### src/logic/asp_pkg.sv
// constants shared by the port top level, its checker and its testbench
package asp_pkg;

   // ==========================================================
   // widths
   localparam int  ASP_ADDR_W   = 18;
   localparam int  ASP_DATA_W   = 32;
   localparam int  ASP_PORT_W   = 8;
   localparam int  ASP_IDX_W    = 16;

   // ==========================================================
   // register indices; byte address is four times the index
   localparam logic [ASP_IDX_W-1:0] ASP_IDX_LATCH   = 16'h7f5c;
   localparam logic [ASP_IDX_W-1:0] ASP_IDX_LEVEL   = 16'h7f5d;
   localparam logic [ASP_IDX_W-1:0] ASP_IDX_DIR     = 16'h7f5e;
   localparam logic [ASP_IDX_W-1:0] ASP_IDX_FSB     = 16'h7ff7;
   localparam logic [ASP_IDX_W-1:0] ASP_IDX_STANDBY = 16'h7ff8;

   localparam logic [ASP_ADDR_W-1:0] ASP_ADDR_LATCH   = {ASP_IDX_LATCH, 2'b00};
   localparam logic [ASP_ADDR_W-1:0] ASP_ADDR_LEVEL   = {ASP_IDX_LEVEL, 2'b00};
   localparam logic [ASP_ADDR_W-1:0] ASP_ADDR_DIR     = {ASP_IDX_DIR, 2'b00};
   localparam logic [ASP_ADDR_W-1:0] ASP_ADDR_FSB     = {ASP_IDX_FSB, 2'b00};
   localparam logic [ASP_ADDR_W-1:0] ASP_ADDR_STANDBY = {ASP_IDX_STANDBY, 2'b00};

   // ==========================================================
   // reset values and fields
   localparam logic [ASP_PORT_W-1:0] ASP_RST_PORT    = 8'h00;
   localparam logic                  ASP_RST_STANDBY = 1'b0;
   localparam int                    ASP_STANDBY_BIT = 0;
   localparam logic [ASP_DATA_W-1:0] ASP_ZERO_WORD   = 32'h0000_0000;

   // ==========================================================
   // bus responses
   localparam logic [1:0] ASP_RESP_OKAY   = 2'b00;
   localparam logic [1:0] ASP_RESP_SLVERR = 2'b10;

endpackage

### src/logic/asp_port_top.sv
// eight-bit shared analog and digital port with axi4-lite register access
//
// Overview of operation
// - all three control bits zero leaves the pin undriven with no pull-up.
// - select zero, latch one, direction zero enables only the pull-up.
// - select one, latch zero, direction zero drives low with slow slew.
// - select one, latch one, direction zero drives high with slow slew.
// - all three bits one leaves the pin undriven and reads it inverted.
// - each pin level always reaches the digital read and analog channel 8 plus n.
// - the level register returns live pin levels, inverted where so configured.
// - in standby the drive, pull-up and slew outputs keep the state they had on entry; the analog channel keeps following the pins.
// - latch, direction and select are 8-bit read-write, reset zero; level is read-only.
`timescale 1ns/10ps
module asp_port_top
   import asp_pkg::*;
(
   input  wire logic                            aclk,
   input  wire logic                            aresetn,
   input  wire logic [asp_pkg::ASP_ADDR_W-1:0]  s_axi_awaddr,
   input  wire logic [2:0]                      s_axi_awprot,
   input  wire logic                            s_axi_awvalid,
   output logic                                 s_axi_awready,
   input  wire logic [asp_pkg::ASP_DATA_W-1:0]  s_axi_wdata,
   input  wire logic [3:0]                      s_axi_wstrb,
   input  wire logic                            s_axi_wvalid,
   output logic                                 s_axi_wready,
   output logic [1:0]                           s_axi_bresp,
   output logic                                 s_axi_bvalid,
   input  wire logic                            s_axi_bready,
   input  wire logic [asp_pkg::ASP_ADDR_W-1:0]  s_axi_araddr,
   input  wire logic [2:0]                      s_axi_arprot,
   input  wire logic                            s_axi_arvalid,
   output logic                                 s_axi_arready,
   output logic [asp_pkg::ASP_DATA_W-1:0]       s_axi_rdata,
   output logic [1:0]                           s_axi_rresp,
   output logic                                 s_axi_rvalid,
   input  wire logic                            s_axi_rready,
   input  wire logic [asp_pkg::ASP_PORT_W-1:0]  pin_level_in,
   output logic [asp_pkg::ASP_PORT_W-1:0]       pin_drive_out,
   output logic [asp_pkg::ASP_PORT_W-1:0]       pin_drive_oe_n,
   output logic [asp_pkg::ASP_PORT_W-1:0]       pin_pullup_en,
   output logic [asp_pkg::ASP_PORT_W-1:0]       pin_slow_slew,
   output logic [asp_pkg::ASP_PORT_W-1:0]       analog_channel_input
);

   import asp_pkg::*;

   // ==========================================================
   // control registers
   logic [ASP_PORT_W-1:0]  pin_output_latch_reg;
   logic [ASP_PORT_W-1:0]  pin_direction_control_reg;
   logic [ASP_PORT_W-1:0]  pin_function_select_b_reg;
   logic                   standby_reg;

   // ==========================================================
   // write channel state
   logic                   aw_full_reg;
   logic [ASP_ADDR_W-1:0]  aw_addr_reg;
   logic                   w_full_reg;
   logic [ASP_DATA_W-1:0]  w_data_reg;
   logic                   w_strb0_reg;
   logic                   bvalid_reg;
   logic [1:0]             bresp_reg;
   logic                   awready_reg;
   logic                   wready_reg;

   // ==========================================================
   // read channel state
   logic                   arready_reg;
   logic                   rvalid_reg;
   logic [ASP_DATA_W-1:0]  rdata_reg;
   logic [1:0]             rresp_reg;

   // ==========================================================
   // pin side state
   logic [ASP_PORT_W-1:0]  pin_sync1_reg;
   logic [ASP_PORT_W-1:0]  pin_sync2_reg;
   logic [ASP_PORT_W-1:0]  analog_reg;
   logic [ASP_PORT_W-1:0]  drive_out_reg;
   logic [ASP_PORT_W-1:0]  drive_oe_n_reg;
   logic [ASP_PORT_W-1:0]  pullup_reg;
   logic [ASP_PORT_W-1:0]  slow_reg;

   // ==========================================================
   // per-pin decode
   logic [ASP_PORT_W-1:0]  dec_drive_en;
   logic [ASP_PORT_W-1:0]  dec_level;
   logic [ASP_PORT_W-1:0]  dec_pullup;
   logic [ASP_PORT_W-1:0]  dec_slow;
   logic [ASP_PORT_W-1:0]  dec_invert;

   genvar gi;
   generate
      for (gi = 0; gi < ASP_PORT_W; gi++) begin : g_pin
         asp_pin_decode u_dec (
            .fsb         (pin_function_select_b_reg[gi]),
            .lat         (pin_output_latch_reg[gi]),
            .ddr         (pin_direction_control_reg[gi]),
            .drive_en    (dec_drive_en[gi]),
            .drive_level (dec_level[gi]),
            .pullup_en   (dec_pullup[gi]),
            .slow_slew   (dec_slow[gi]),
            .read_invert (dec_invert[gi])
         );
      end
   endgenerate

   // ==========================================================
   // live pin read value
   wire [ASP_PORT_W-1:0] pin_read_value = pin_sync2_reg ^ dec_invert;

   // ==========================================================
   // write decode
   wire aw_take    = s_axi_awvalid && s_axi_awready;
   wire w_take     = s_axi_wvalid && s_axi_wready;
   wire wr_fire    = aw_full_reg && w_full_reg && !bvalid_reg;
   wire wr_latch   = (aw_addr_reg == ASP_ADDR_LATCH);
   wire wr_level   = (aw_addr_reg == ASP_ADDR_LEVEL);
   wire wr_dir     = (aw_addr_reg == ASP_ADDR_DIR);
   wire wr_fsb     = (aw_addr_reg == ASP_ADDR_FSB);
   wire wr_standby = (aw_addr_reg == ASP_ADDR_STANDBY);
   wire wr_mapped  = wr_latch || wr_level || wr_dir || wr_fsb || wr_standby;
   wire wr_en      = wr_fire && w_strb0_reg;
   wire [ASP_PORT_W-1:0] wr_byte = w_data_reg[ASP_PORT_W-1:0];
   wire [1:0] wr_resp = wr_mapped ? ASP_RESP_OKAY : ASP_RESP_SLVERR;

   // ==========================================================
   // next holding state of the write path
   wire aw_full_next = aw_take || (aw_full_reg && !wr_fire);
   wire w_full_next  = w_take || (w_full_reg && !wr_fire);
   wire bvalid_next  = wr_fire || (bvalid_reg && !s_axi_bready);

   // ==========================================================
   // read decode
   wire ar_take    = s_axi_arvalid && arready_reg;
   wire rd_latch   = (s_axi_araddr == ASP_ADDR_LATCH);
   wire rd_level   = (s_axi_araddr == ASP_ADDR_LEVEL);
   wire rd_dir     = (s_axi_araddr == ASP_ADDR_DIR);
   wire rd_fsb     = (s_axi_araddr == ASP_ADDR_FSB);
   wire rd_standby = (s_axi_araddr == ASP_ADDR_STANDBY);
   wire rd_mapped  = rd_latch || rd_level || rd_dir || rd_fsb || rd_standby;
   wire [ASP_PORT_W-1:0] rd_byte =
      rd_latch   ? pin_output_latch_reg      :
      rd_level   ? pin_read_value            :
      rd_dir     ? pin_direction_control_reg :
      rd_fsb     ? pin_function_select_b_reg :
      rd_standby ? {{(ASP_PORT_W-1){1'b0}}, standby_reg} :
      ASP_RST_PORT;
   wire [ASP_DATA_W-1:0] rd_word = {{(ASP_DATA_W-ASP_PORT_W){1'b0}}, rd_byte};
   wire [1:0] rd_resp = rd_mapped ? ASP_RESP_OKAY : ASP_RESP_SLVERR;

   // ==========================================================
   // bus outputs
   assign s_axi_awready = awready_reg;
   assign s_axi_wready  = wready_reg;
   assign s_axi_bvalid  = bvalid_reg;
   assign s_axi_bresp   = bresp_reg;
   assign s_axi_arready = arready_reg;
   assign s_axi_rvalid  = rvalid_reg;
   assign s_axi_rdata   = rdata_reg;
   assign s_axi_rresp   = rresp_reg;

   // ==========================================================
   // pin outputs
   assign pin_drive_out        = drive_out_reg;
   assign pin_drive_oe_n       = drive_oe_n_reg;
   assign pin_pullup_en        = pullup_reg;
   assign pin_slow_slew        = slow_reg;
   assign analog_channel_input = analog_reg;

   // ==========================================================
   // write address and data capture, either order
   always_ff @(posedge aclk) begin
      if (!aresetn) begin
         aw_full_reg <= 1'b0;
         aw_addr_reg <= '0;
      end else if (aw_take) begin
         aw_full_reg <= 1'b1;
         aw_addr_reg <= s_axi_awaddr;
      end else if (wr_fire) begin
         aw_full_reg <= 1'b0;
      end
   end

   always_ff @(posedge aclk) begin
      if (!aresetn) begin
         w_full_reg  <= 1'b0;
         w_data_reg  <= ASP_ZERO_WORD;
         w_strb0_reg <= 1'b0;
      end else if (w_take) begin
         w_full_reg  <= 1'b1;
         w_data_reg  <= s_axi_wdata;
         w_strb0_reg <= s_axi_wstrb[0];
      end else if (wr_fire) begin
         w_full_reg <= 1'b0;
      end
   end

   // ==========================================================
   // write response
   always_ff @(posedge aclk) begin
      if (!aresetn) begin
         bvalid_reg <= 1'b0;
         bresp_reg  <= ASP_RESP_OKAY;
      end else if (wr_fire) begin
         bvalid_reg <= 1'b1;
         bresp_reg  <= wr_resp;
      end else if (s_axi_bready) begin
         bvalid_reg <= 1'b0;
      end
   end

   // ==========================================================
   // write readys from flip-flops, loaded from the next holding state so they stay in step with it
   always_ff @(posedge aclk) begin
      if (!aresetn) begin
         awready_reg <= 1'b1;
         wready_reg  <= 1'b1;
      end else begin
         awready_reg <= !aw_full_next && !bvalid_next;
         wready_reg  <= !w_full_next && !bvalid_next;
      end
   end

   // ==========================================================
   // control register writes; level register ignores writes
   always_ff @(posedge aclk) begin
      if (!aresetn) begin
         pin_output_latch_reg      <= ASP_RST_PORT;
         pin_direction_control_reg <= ASP_RST_PORT;
         pin_function_select_b_reg <= ASP_RST_PORT;
         standby_reg               <= ASP_RST_STANDBY;
      end else if (wr_en) begin
         if (wr_latch) begin
            pin_output_latch_reg <= wr_byte;
         end
         if (wr_dir) begin
            pin_direction_control_reg <= wr_byte;
         end
         if (wr_fsb) begin
            pin_function_select_b_reg <= wr_byte;
         end
         if (wr_standby) begin
            standby_reg <= wr_byte[ASP_STANDBY_BIT];
         end
      end
   end

   // ==========================================================
   // read channel
   always_ff @(posedge aclk) begin
      if (!aresetn) begin
         arready_reg <= 1'b1;
         rvalid_reg  <= 1'b0;
         rdata_reg   <= ASP_ZERO_WORD;
         rresp_reg   <= ASP_RESP_OKAY;
      end else if (ar_take) begin
         arready_reg <= 1'b0;
         rvalid_reg  <= 1'b1;
         rdata_reg   <= rd_word;
         rresp_reg   <= rd_resp;
      end else if (rvalid_reg && s_axi_rready) begin
         arready_reg <= 1'b1;
         rvalid_reg  <= 1'b0;
      end
   end

   // ==========================================================
   // pin input synchroniser and analog channel feed
   always_ff @(posedge aclk) begin
      if (!aresetn) begin
         pin_sync1_reg <= ASP_RST_PORT;
         pin_sync2_reg <= ASP_RST_PORT;
         analog_reg    <= ASP_RST_PORT;
      end else begin
         pin_sync1_reg <= pin_level_in;
         pin_sync2_reg <= pin_sync1_reg;
         analog_reg    <= pin_sync2_reg;
      end
   end

   // ==========================================================
   // pin drive state, frozen while in standby
   always_ff @(posedge aclk) begin
      if (!aresetn) begin
         drive_out_reg  <= ASP_RST_PORT;
         drive_oe_n_reg <= ~ASP_RST_PORT;
         pullup_reg     <= ASP_RST_PORT;
         slow_reg       <= ASP_RST_PORT;
      end else if (!standby_reg) begin
         drive_out_reg  <= dec_level;
         drive_oe_n_reg <= ~dec_drive_en;
         pullup_reg     <= dec_pullup;
         slow_reg       <= dec_slow;
      end
   end

endmodule

### src/logic/asp_pin_decode.sv
// per-pin drive state decode from function-select, latch and direction bits
`timescale 1ns/10ps
module asp_pin_decode (
   input  wire logic fsb,
   input  wire logic lat,
   input  wire logic ddr,
   output logic      drive_en,
   output logic      drive_level,
   output logic      pullup_en,
   output logic      slow_slew,
   output logic      read_invert
);

   // ==========================================================
   // eight-state decode
   always_comb begin
      drive_en    = 1'b0;
      drive_level = 1'b0;
      pullup_en   = 1'b0;
      slow_slew   = 1'b0;
      read_invert = 1'b0;
      case ({fsb, lat, ddr})
         3'b000: begin
            drive_en = 1'b0;
         end
         3'b010: begin
            pullup_en = 1'b1;
         end
         3'b001, 3'b011: begin
            drive_en    = 1'b1;
            drive_level = lat;
         end
         3'b100: begin
            drive_en  = 1'b1;
            slow_slew = 1'b1;
         end
         3'b110: begin
            drive_en    = 1'b1;
            drive_level = 1'b1;
            slow_slew   = 1'b1;
         end
         3'b101: begin
            drive_en = 1'b1;
         end
         3'b111: begin
            read_invert = 1'b1;
         end
         default: begin
            drive_en = 1'b0;
         end
      endcase
   end

endmodule

### config.mk
export PLATFORM = sky130hd
export DESIGN_NAME = asp_port_top
export DESIGN_NICKNAME = d
export VERILOG_FILES = /design/src/logic/asp_pkg.sv /design/src/logic/asp_port_top.sv /design/src/logic/asp_pin_decode.sv
export SDC_FILE = /design/constraint.sdc
export NUM_CORES = 1
export LEC_CHECK = 0
export ABC_CLOCK_PERIOD_IN_PS = 2500
export BUFFER_PORTS_ARGS = -buffer_cell sky130_fd_sc_hd__buf_2
export CORE_MARGIN = 1.5
export CORE_UTILIZATION = 50
export CTS_CLUSTER_DIAMETER = 50
export DETAILED_ROUTE_END_ITERATION = 7
export GPL_TIMING_DRIVEN = 0
export PLACE_DENSITY = 0.88
export SETUP_SLACK_MARGIN = 0.02
export SLEW_MARGIN = 20
export SYNTH_ARGS = -nofsm -noshare
export SYNTH_HDL_FRONTEND = slang
export SYNTH_SLANG_ARGS = --single-unit
### constraint.sdc
create_clock -name aclk -period 2.5 [get_ports aclk]
set_input_delay 0.25 -clock aclk [delete_from_list [all_inputs] [get_ports aclk]]
set_output_delay 0.25 -clock aclk [all_outputs]
set_load 0.005 [all_outputs]
# Word level (Yosys, flattened, before mapping)
# Cells that the tools add are included.
[classes] n_mux=56 n_reduce_logical=61 n_eq_ne=66 bitwise_logic=2
[ops] cell="18-bit by 17-bit == test with 1-bit output (second input constant)" count=10
[ops] cell="3-bit == test (second input constant)" count=32
[ops] cell="3-bit by 2-bit == test with 1-bit output (second input constant)" count=16
[ops] cell="1-bit two-way mux" count=42
[ops] cell="5-bit OR reduction" count=8
[ops] cell="8-bit two-way mux" count=4
[ops] cell="2-bit OR reduction" count=16
[ops] cell="3-bit by 1-bit == test with 1-bit output (second input constant)" count=8
[ops] cell="1-bit one-hot mux with 2 select lines" count=8
[ops] cell="1-bit logical AND" count=12
[ops] cell="1-bit logical OR" count=11
[ops] cell="8-bit NOT" count=1
[ops] cell="2-bit AND reduction" count=4
[ops] cell="2-bit nonzero test" count=4
[ops] cell="8-bit bitwise XOR" count=1
[ops] cell="1-bit zero test" count=6
[ops] cell="2-bit two-way mux" count=2
[word_totals] reg_bits=127 input_bits=93 out_inout_bits=81 wordCells=209

# Depth between registers and ports, before layout
# Gate-level depths: netlist (run 1).
[depth] ltp_word=7 mapped_depth=7 depth_no_buf=5

# Cells and area by module
# A second synthesis (run 1) with hierarchy kept.
[hier_totals] hier_cells=590 area_unflattened_um2=5586.6
[modules_own_cells] mod="asp_port_top" instances=1 area_each_um2=5163.7 cells_each=534 seq_area_each_um2=2502.4
[modules_own_cells] mod="asp_pin_decode (g_pin[2].u_dec ...)" instances=6 area_each_um2=53.8 cells_each=7 seq_area_each_um2=0.0
[modules_own_cells] mod="asp_pin_decode (g_pin[0].u_dec ...)" instances=2 area_each_um2=50.0 cells_each=7 seq_area_each_um2=0.0

# Least setup slack after synthesis (run 1)
# OpenSTA, ideal clock, no wires.
[synth_path] kind="register -> register" startpoint="register bvalid_reg, in the netlist s_axi_bvalid" endpoint="register pin_direction_control_reg[0]" arrival_time_ps=1604 setup_slack_ps=779 path_buffers=0 setup_time_ps=117 path_stages_with_launch=6 period_less_slack_ps=1721 t_required_ps=2383 path_cell_list="dfxtp_1 -> nand4b_1 -> nor4_2 -> nand4_2 -> mux2i_1 -> nor2b_1"
[synth_via] elab_chain_cells=4
[synth_rtl] item="from (decl)" line_no="asp_port_top.sv:62" source="logic bvalid_reg;"
[synth_rtl] item="from (signal assigned)" line_no="asp_port_top.sv:203" source="bvalid_reg <= 1'b0;"
[synth_rtl] item="from (signal assigned)" line_no="asp_port_top.sv:206" source="bvalid_reg <= 1'b1;"
[synth_rtl] item="from (signal assigned)" line_no="asp_port_top.sv:209" source="bvalid_reg <= 1'b0;"
[synth_rtl] item="1-bit zero test" line_no="asp_port_top.sv:116" source="wire wr_fire = aw_full_reg && w_full_reg && !bvalid_reg;"
[synth_rtl] item="1-bit logical AND" line_no="asp_port_top.sv:116"
[synth_rtl] item="1-bit logical AND" line_no="asp_port_top.sv:123" source="wire wr_en = wr_fire && w_strb0_reg;"
[synth_rtl] item="2-bit AND reduction (no source line)"
[synth_rtl] item="to (signal assigned)" line_no="asp_port_top.sv:238" source="pin_direction_control_reg <= wr_byte;"
[synth_rtl] item="to (decl)" line_no="asp_port_top.sv:51" source="logic [ASP_PORT_W-1:0] pin_direction_control_reg;"
# No other way between the ends.
# A chain may end at the register's enable or synchronous reset.

# Worst setup path in the final report (run 1)
[layout_path] startpoint="register bvalid_reg, in the netlist s_axi_bvalid" endpoint="register pin_output_latch_reg[5]"
[layout_via] elab_chain_cells=4
[layout_rtl] item="1-bit zero test" line_no="asp_port_top.sv:116"
[layout_rtl] item="1-bit logical AND" line_no="asp_port_top.sv:116"
[layout_rtl] item="1-bit logical AND" line_no="asp_port_top.sv:123"
[layout_rtl] item="2-bit AND reduction (no source line)"
[layout_rtl] item="to (signal assigned)" line_no="asp_port_top.sv:235" source="pin_output_latch_reg <= wr_byte;"
[layout_rtl] item="to (decl)" line_no="asp_port_top.sv:50" source="logic [ASP_PORT_W-1:0] pin_output_latch_reg;"
# No other way between the ends.

==> impl_metrics.toml, run 1 <==
[timing]
timing.hold.ws_ps = 0.6997
finalClockSkew_ps = 12.91
final.period_utilization_pct = 85.43
report.final.slew_viol_count = 0
setup_viol_count_final = 0
worst-slew-pin-transition_ps = 754.2
fin_crit_ps = 2136
fmax_mhz = 468.2
fin_tns_setup_ps = 0
timing.slew.headroom_pct = 49.72
setup_repair_after_global_routing_missed_its_margin = "false"
final-hold-violation-count = 0

[clock_tree]
cts_max_path_buffers = 2
number_of_clock_buffers_inserted_by_tritoncts = 17
htree_levels = 4
cts_root_buf = "sky130_fd_sc_hd__clkbuf_8"
clock_sink_count = 125
cts_resized = 0
post-cts-setup-buffers = 0
path_clk_slew_ps = 60
clock_latency_ps = 530
clock_tree_from_tritoncts = "built"

[logic_synthesis]
yosys_warnings = 0
yosysSeqAreaShare_pct = 45.10
synth.top_cells.by_area = "sky130_fd_sc_hd__dfxtp_1 (45%), sky130_fd_sc_hd__nand2_1 (7.1%), sky130_fd_sc_hd__a21boi_0 (5.0%)"
async_reset_ff_share_pct = 0
synth_top_area_share_pct = 45.10
synth_seq_cells = 125
yosys.area.top_type = "sky130_fd_sc_hd__dfxtp_1"
post_synth.cell_area_avg_um2 = 8.879
count_of_flip_flops_with_a_built_in_enable_after_synthesis = 0
synth_flop_cell = "sky130_fd_sc_hd__dfxtp_1"
synth_area_um2 = 5549
synth_cell_type_count = 47
synthesis.instances = 625

[job]
max-cap-violations = 0

[finish]
post_route_cells_drive_above_1_share_pct = 21.75
largest_register_ffs = 18
finalInstanceArea_um2 = 7238
antenna_cell_count = 0
finalNetCount = 916
layout_overhead_on_the_synthesized_area_pct = 30.44

[floorplan]
start_util_pct = 51.19
num_rows = 38
fp.dieW_um = 108.3
chipHeight_um = 108.3
io-pin-count = 174
core_region_area_um2 = 10840
die-area_um2 = 11740

[min_path]
min_path_type = "in -> reg"
min_to = "w_data_reg[3]"
whs_path_depth = 3
hp-start = "s_axi_wdata[3]"

[placement]
post-dp-hpwl_mm = 9.948
gp_congestion = 0.9081
dpl_cell_area_um2 = 6374
buffer_ports.inserted = 111

[worst_setup_path]
crit_cells = 5
crit_path_max_incr_delay_ps = 450
crit_path_cell_trace = "nand4b_1, nor4_2, nand4_2, mux2i_1, nor2b_1"
setup.worst_path.end_class = "flip-flop"
timing.critical_path.slowest_stage_cell = "sky130_fd_sc_hd__nand4_2"
worst_reg2reg_startpoint = "s_axi_bvalid"
critPathArrivalTime_ps = 2540
cp.required_ps = 2910
critPathKind = "reg -> reg"
critPathLaunchType = "flip-flop"
worst-r2r-cell-count = 5
worst_r2r_endpoint = "pin_output_latch_reg[5]"
critical-path-top-delay-family = "simple AND/OR/NAND/NOR gates"
critPathMaxFanout = 8
critical_path_buffers_and_inverters = 0
r2r_slack_ps = 360

[global_routing]
gr-usage-all-layers_pct = 26.90
first_pass_grt_wire_length_mm = 24.17
via_count_of_the_first_global_routing_pass = 5023
initial_antenna_violation_count = 0
globalRoute.totalOverflow = 0
grt_start_max_net_pins = 17

[drt]
first_iter_violations = 400
drt-vias-per-instance = 5.411
avgRoutedWirePerCell_um = 15.91
post_route_antenna_net_violation_count = 0
wl_mm = 15.32
drt_pass1_iterations = 6
vias = 5211
remaining_drc_errors = 0

[power]
total_power_w = 0.004729
peakVddDrop_uv = 507.0
sw_frac_of_total_pct = 24.00
pwr-share-clk_pct = 48.5
powerDensity_nw_per_um2 = 653.4
power_frac_seq_pct = 44.3
power_leakage_nw = 3.042
comb_power_share_pct = 7.2
internal-power_w = 0.003594
power_dissipated_by_switching_net_loads_w = 0.001135

[outcome]
outcome = "finished, final reports clean"
[layout by cell type, fill, tap and decap left out, types with 12 or more instances in the layout]
cell type                       Yosys  layout
sky130_fd_sc_hd__dfxtp_1          125     125
sky130_fd_sc_hd__buf_2              2     113
sky130_fd_sc_hd__nand2_1          105     105
sky130_fd_sc_hd__o21ai_0           40      40
sky130_fd_sc_hd__a21boi_0          37      37
sky130_fd_sc_hd__and2_1            36      36
sky130_fd_sc_hd__nor2b_1           35      35
sky130_fd_sc_hd__dlygate4sd3_1      0      31
sky130_fd_sc_hd__clkbuf_1          26      26
sky130_fd_sc_hd__buf_4             26      26
sky130_fd_sc_hd__conb_1             1      26
sky130_fd_sc_hd__mux2i_1           25      25
sky130_fd_sc_hd__nand3_1           18      18
sky130_fd_sc_hd__nor2_1            18      18
sky130_fd_sc_hd__clkbuf_16          0      16
sky130_fd_sc_hd__inv_1             15      15
sky130_fd_sc_hd__ha_1              12      12
[metal layers]
layer | part of all wire [%] | GRT usage [%] | vias up
met5 | 0 | 0 | -
met4 | 4.6 | 13.91 | 0
met3 | 8.8 | 6.811 | 66
met2 | 47 | 45.21 | 294
met1 | 40 | 31.68 | 2380
li1 | - | - | 2471
[cell families after synthesis]
family | after synthesis | synth area share [%]
AO/OA/AOI/OAI | 139 | 16.68
other | 1 | 0.06758
XOR/XNOR | 2 | 0.3157
multiplexers | 25 | 4.510
buffers and inverters | 76 | 7.080
flip-flops | 125 | 45.10
adder cells (fa/ha/maj) | 12 | 2.706
AND/OR/NAND/NOR | 245 | 23.54
[stage by stage]
step                      setup slack [ps]  std cells  util [%]
after detailed placement             489.9        901     58.79
after global routing                 271.7        963     66.77
final                                364.3        963     66.77
after CTS                            440.9        963     66.77
after global placement               546.0        901     58.79
after floorplan                      779.4        650         -
[tightest hold or removal path, cell delays in order]
cell	delay (ps)
sky130_fd_sc_hd__buf_2	90
sky130_fd_sc_hd__nand2_1	50
sky130_fd_sc_hd__a21boi_0	80
[power by group through the flow]
| stage | logic [W] | clock network, W | registers, W |
|---|---|---|---|
| 3_5_place_dp | 0.000297 | 0 | 0.00213 |
| 4_1_cts | 0.000337 | 0.00229 | 0.00209 |
| 5_1_grt | 0.000385 | 0.00238 | 0.00210 |
| 6_report | 0.000342 | 0.00229 | 0.00209 |
| 2_1_floorplan | 0.000192 | 0 | 0.00212 |
| 3_3_place_gp | 0.000293 | 0 | 0.00213 |
[worst max-delay path by stage]
stage,start,end,slack [ps]
finish,s_axi_bvalid,pin_output_latch_reg[5],360
global route,s_axi_bvalid,pin_direction_control_reg[2],270
CTS,s_axi_bvalid,pin_direction_control_reg[2],440
detailed placement,s_axi_bvalid,pin_direction_control_reg[4],490
global placement,s_axi_bvalid,pin_direction_control_reg[3],550
floorplan,s_axi_bvalid,pin_direction_control_reg[0],780
[synth_stat cells, types with 9 or more instances]
master                     count
sky130_fd_sc_hd__buf_4        26
sky130_fd_sc_hd__o31ai_1       9
sky130_fd_sc_hd__dfxtp_1     125
sky130_fd_sc_hd__o21ai_0      40
sky130_fd_sc_hd__nand2_1     105
sky130_fd_sc_hd__nor2_1       18
sky130_fd_sc_hd__a22oi_1       9
sky130_fd_sc_hd__a21oi_1       9
sky130_fd_sc_hd__a21boi_0     37
sky130_fd_sc_hd__mux2i_1      25
sky130_fd_sc_hd__clkbuf_1     26
sky130_fd_sc_hd__inv_1        15
sky130_fd_sc_hd__nand3_1      18
sky130_fd_sc_hd__and2_1       36
sky130_fd_sc_hd__nor2b_1      35
sky130_fd_sc_hd__ha_1         12
[cell type report]
cell class              count  area, um^2
plain buffers              61       336.6
clock buffers              19       441.7
clock inverters            12       112.6
fillers                   816        3602
inverters                  15       56.30
multi-input cells         449        2748
flip-flops and latches    125        2502
well taps                 140       175.2
repair buffers            142       865.8
[timing repair]
action,4_1_cts,5_1_grt
endpoints found under the setup margin,0,0
hold buffers,31,0
endpoints found under the hold margin,31,0
Power figures use the tool's default switching activity.
==> inputs of run 2 (changes only) <==
--- a/config.mk
+++ b/config.mk
@@ -5,6 +5,7 @@
 export SDC_FILE = /design/constraint.sdc
 export NUM_CORES = 1
 export LEC_CHECK = 0
+export ABC_AREA = 1
 export ABC_CLOCK_PERIOD_IN_PS = 2500
 export BUFFER_PORTS_ARGS = -buffer_cell sky130_fd_sc_hd__buf_2
 export CORE_MARGIN = 1.5
==> impl_metrics.toml, run 2 <==
[floorplan]
fp.dieW_um = 108.8
chipHeight_um = 108.8
num_rows = 38
io-pin-count = 174
start_util_pct = 51.42
die-area_um2 = 11840
core_region_area_um2 = 10890

[logic_synthesis]
post_synth.cell_area_avg_um2 = 7.787
yosysSeqAreaShare_pct = 44.69
synth.top_cells.by_area = "sky130_fd_sc_hd__dfxtp_1 (45%), sky130_fd_sc_hd__o21ai_0 (7.6%), sky130_fd_sc_hd__nand2_1 (5.9%)"
post-synth-top-count-cell = "sky130_fd_sc_hd__dfxtp_1"
async_reset_ff_share_pct = 0
synth_flop_cell = "sky130_fd_sc_hd__dfxtp_1"
count_of_flip_flops_with_a_built_in_enable_after_synthesis = 0
netlist_top_cells_count = "sky130_fd_sc_hd__dfxtp_1 (125), sky130_fd_sc_hd__nand2_1 (88), sky130_fd_sc_hd__o21ai_0 (85)"
synth_cell_type_count = 37
synth_top_area_share_pct = 44.69
synthesis.instances = 719
synth_seq_cells = 125
yosys.area.top_type = "sky130_fd_sc_hd__dfxtp_1"
yosys_warnings = 0
synth_area_um2 = 5599

[global_routing]
globalRoute.totalOverflow = 0
grt_start_max_net_pins = 17
first_pass_grt_wire_length_mm = 24.35
initial_antenna_violation_count = 0
via_count_of_the_first_global_routing_pass = 5286
gr-usage-all-layers_pct = 26.75

[clock_tree]
cts_resized = 0
path_clk_slew_ps = 60
htree_levels = 4
post-cts-setup-buffers = 0
cts_max_path_buffers = 2
number_of_clock_buffers_inserted_by_tritoncts = 17
clock_sink_count = 125
clock_latency_ps = 530
holdBufCountCts = 28
clock_tree_from_tritoncts = "built"
cts_root_buf = "sky130_fd_sc_hd__clkbuf_8"

[timing]
final.period_utilization_pct = 70.53
fin_tns_setup_ps = 0
final-hold-violation-count = 0
worst-slew-pin-transition_ps = 730.6
fmax_mhz = 567.1
timing.slew.headroom_pct = 51.30
setup_viol_count_final = 0
report.final.slew_viol_count = 0
finalClockSkew_ps = 9.359
setup_repair_after_global_routing_missed_its_margin = "false"
fin_crit_ps = 1763

[drt]
vias = 5525
wl_met3_mm = 1.294
wl_mm = 15.23
m1WireLength_mm = 6.019
drt_pass1_iterations = 8
sum_of_met2_wire_segment_lengths_after_detailed_routing_mm = 7.308
drt-vias-per-instance = 5.227
remaining_drc_errors = 1
top_layer_used = "met4"
post_route_antenna_net_violation_count = 0
avgRoutedWirePerCell_um = 14.41
first_iter_violations = 366

[worst_setup_path]
critPathKind = "reg -> reg"
setup.worst_path.end_class = "flip-flop"
critPathArrivalTime_ps = 2210
cp.required_ps = 2950
critPathMaxFanout = 10
critPathLaunchType = "flip-flop"

[power]
powerDensity_nw_per_um2 = 687.0
power_leakage_nw = 3.506
peakVddDrop_uv = 362.8

[job]
max-cap-violations = 0

[min_path]
min_path_type = "in -> reg"

[finish]
most-common-layout-cells = "sky130_fd_sc_hd__dfxtp_1 (125), sky130_fd_sc_hd__buf_2 (114), sky130_fd_sc_hd__nand2_1 (88)"
antenna_cell_count = 0
finalNetCount = 1009
final_common_cell = "sky130_fd_sc_hd__dfxtp_1"
largest_register_ffs = 18
finalInstanceArea_um2 = 7330
post_route_cells_drive_above_1_share_pct = 23.88
layout_overhead_on_the_synthesized_area_pct = 30.91

[outcome]
violations = "DRC"
outcome = "finished, violations left"

[placement]
dpl_cell_area_um2 = 6434
gp_congestion = 0.9134
buffer_ports.inserted = 113
post-dp-hpwl_mm = 10.12
-- run 2: metrics by stage --
step           util, %  setup WS (ps)  total power (W)  std cells  hold slack, ps
5_1_grt          67.32          673.4         0.005189       1057           20.79
2_1_floorplan        -           1176         0.002377        744           347.6
4_1_cts          67.32          803.4         0.005021       1057           5.894
6_report         67.32          736.7         0.005035       1057           9.569
3_3_place_gp     59.09          860.5         0.002490        997           392.7
3_5_place_dp     59.09          845.7         0.002500        997           395.9
-- run 2: cells by family after synthesis --
logic type      synth area share (%)
xor+xnor                       1.251
simple gates                   22.21
compound gates                 16.76
fa+ha+maj                      2.681
buf+inv                        12.33
flops                          44.69
other cells                  0.06697
-- run 2: power breakdown --
part	switching (W)	total (W)	internal (W)
sequential	0.0000512	0.00211	0.00206
clock	0.000924	0.00253	0.00161
combinational	0.000221	0.000392	0.000171
-- run 2: worst max-delay path, stage by stage, from the launching register on --
cell,delay (ps)
sky130_fd_sc_hd__dfxtp_1,320
sky130_fd_sc_hd__inv_1,100
sky130_fd_sc_hd__clkbuf_1,390
sky130_fd_sc_hd__clkbuf_1,500
sky130_fd_sc_hd__nand3_1,220
sky130_fd_sc_hd__a21oi_1,150
-- run 2: per-layer routing --
layer,GRT usage [%],vias to the layer above
met1,31.70,2522
li1,-,2673
met4,12.88,0
met3,6.216,55
met2,45.55,275
met5,0,-
-- run 2: layout make-up --
| class | instances | area [um^2] |
|---|---|---|
| flip-flops and latches | 125 | 2502 |
| fillers | 836 | 3558 |
| multi-input cells | 471 | 2500 |
| clock inverters | 12 | 160.2 |
| repair buffers | 141 | 845.8 |
| inverters | 92 | 347.8 |
| plain buffers | 56 | 342.8 |
| well taps | 140 | 175.2 |
| clock buffers | 20 | 455.4 |
-- run 2: final timing paths --
path                                       start  slack [ps]  cells past startpoint                to
worst max register to register       standby_reg         740                      5  pin_pullup_en[3]
worst min-delay path              s_axi_wdata[5]          10                      3     w_data_reg[5]
worst min register to register  pin_sync1_reg[2]         410                      2  pin_sync2_reg[2]
worst max-delay path                 standby_reg         740                      5  pin_pullup_en[3]
==> inputs of run 3 (changes only) <==
--- a/config.mk
+++ b/config.mk
@@ -5,8 +5,8 @@
 export SDC_FILE = /design/constraint.sdc
 export NUM_CORES = 1
 export LEC_CHECK = 0
-export ABC_AREA = 1
-export ABC_CLOCK_PERIOD_IN_PS = 2500
+export ABC_AREA = 0
+export ABC_CLOCK_PERIOD_IN_PS = 1700
 export BUFFER_PORTS_ARGS = -buffer_cell sky130_fd_sc_hd__buf_2
 export CORE_MARGIN = 1.5
 export CORE_UTILIZATION = 50
==> constraint.sdc (replaced) <==
create_clock -name aclk -period 1.7 [get_ports aclk]
set_input_delay 0.17 -clock aclk [delete_from_list [all_inputs] [get_ports aclk]]
set_output_delay 0.17 -clock aclk [all_outputs]
set_load 0.005 [all_outputs]
==> impl_metrics.toml, run 3 (synthesis results as in run 1) <==
[drt]
drt_pass1_iterations = 5
avgRoutedWirePerCell_um = 16.42
vias = 5334
post_route_antenna_net_violation_count = 0
remaining_drc_errors = 0
wl_mm = 16.02
first_iter_violations = 464
drt-vias-per-instance = 5.465

[clock_tree]
path_clk_slew_ps = 60
clock_latency_ps = 520
cts_max_path_buffers = 2
htree_levels = 4
number_of_clock_buffers_inserted_by_tritoncts = 17
cts_root_buf = "sky130_fd_sc_hd__clkbuf_8"
clock_tree_from_tritoncts = "built"
clock_sink_count = 125

[finish]
antenna_cell_count = 0
fillCellCount = 743
largest_register_ffs = 18
final_common_cell = "sky130_fd_sc_hd__dfxtp_1"
most-common-layout-cells = "sky130_fd_sc_hd__dfxtp_1 (119), sky130_fd_sc_hd__buf_2 (113), sky130_fd_sc_hd__nand2_1 (105)"
layoutNonFillerInstCount = 976
post_route_cells_drive_above_1_share_pct = 24.16
layout_overhead_on_the_synthesized_area_pct = 35.08
finalNetCount = 928

[worst_setup_path]
setup.worst_path.end_class = "flip-flop"
crit_path_cell_trace = "nand4_1, or3_4, nor4_4, buf_6, nand3_1, o21ai_1"
critPathLaunchType = "flip-flop"
critPathKind = "reg -> reg"
crit_path_max_incr_delay_ps = 480
critPathMaxFanout = 10
timing.critical_path.slowest_stage_cell = "sky130_fd_sc_hd__or3_4"
critPathArrivalTime_ps = 2190
cp.required_ps = 2140

[global_routing]
globalRoute.totalOverflow = 0
grt_start_max_net_pins = 17
gr-usage-all-layers_pct = 27.49
initial_antenna_violation_count = 0
first_pass_grt_wire_length_mm = 24.65
via_count_of_the_first_global_routing_pass = 5059

[timing]
fin_tns_setup_ps = -239.6
final.period_utilization_pct = 102.7
setup_viol_count_final = 12
timing.slew.headroom_pct = 46.39
fmax_mhz = 573.0
final-hold-violation-count = 0
finalClockSkew_ps = 8.337
worst-slew-pin-transition_ps = 804.1
setup_repair_after_global_routing_missed_its_margin = "true"
post-route-worst-setup-slack_ps = -45.28
report.final.slew_viol_count = 0
fin_crit_ps = 1745

[placement]
gp_congestion = 0.9593
place.detailed.instances = 901
buffer_ports.inserted = 111
post-dp-hpwl_mm = 9.832

[floorplan]
start_util_pct = 51.19
die-area_um2 = 11740
io-pin-count = 174
chipHeight_um = 108.3
num_rows = 38
fp.dieW_um = 108.3
core_region_area_um2 = 10840

[min_path]
min_path_type = "in -> reg"

[outcome]
outcome = "finished, violations left"
violations = "setup timing"

[power]
powerDensity_nw_per_um2 = 986.0
peakVddDrop_uv = 645.2
power_leakage_nw = 3.148

[job]
max-cap-violations = 0
run 3: final timing paths:
check                         from                           end  slack [ps]  cells past startpoint
setup / recovery   aw_addr_reg[15]  pin_function_select_b_reg[5]         -50                      6
hold reg to reg   pin_sync1_reg[5]              pin_sync2_reg[5]         430                      1
setup reg to reg   aw_addr_reg[15]  pin_function_select_b_reg[5]         -50                      6
hold / removal       s_axi_arvalid                 s_axi_arready          30                      3
run 3: worst max-delay path, delay by kind of cell (launching register included):
family	cells	cell delay (ps)
AO/OA/AOI/OAI	1	120
buffers and inverters	1	190
flip-flops	1	320
AND/OR/NAND/NOR	4	1040
run 3: report_power, final:
part           switching (W)  internal, W  total [W]
logic               0.000266     0.000269   0.000535
registers          0.0000666      0.00302    0.00308
clock network        0.00143      0.00235    0.00377
run 3: layout make-up:
cell class                 instances  area [um^2]  share of cell area, %
clock inverter                    13        176.4                  2.354
buffer                            61        342.8                  4.574
multi-input combinational        449         2806                  37.44
inverter                          15        56.30                 0.7511
timing repair buffer             154        987.2                  13.17
tap                              140        175.2                  2.337
sequential                       125         2510                  33.48
clock buffer                      19        441.7                  5.892
run 3: timing repair:
| action | CTS | global route |
|---|---|---|
| resized for setup | 9 | 13 |
| hold buffers | 37 | 0 |
| endpoints found under the hold margin | 38 | 0 |
| setup buffers | 4 | 2 |
| pin swaps | 4 | 2 |
| setup endpoints to repair | 37 | 37 |
run 3: stage by stage:
stage	utilization (%)	hold slack (ps)	setup slack (ps)	cell area, um^2	total power (W)
6_report	69.15	26.67	-45.28	7496	0.007391
5_1_grt	69.15	31.27	-146.9	7496	0.007617
4_1_cts	68.72	8.301	-62.49	7450	0.007353
3_5_place_dp	58.79	379.6	-217.0	6374	0.003575
3_3_place_gp	58.79	378.6	-178.5	6374	0.003564
2_1_floorplan	-	297.3	27.09	5643	0.003405
run 3: per-layer routing:
metal | share of wire [%] | global-route usage [%]
met5 | 0 | 0
met1 | 40 | 33.18
met2 | 48 | 45.71
met4 | 3.3 | 13.16
met3 | 8.7 | 6.992
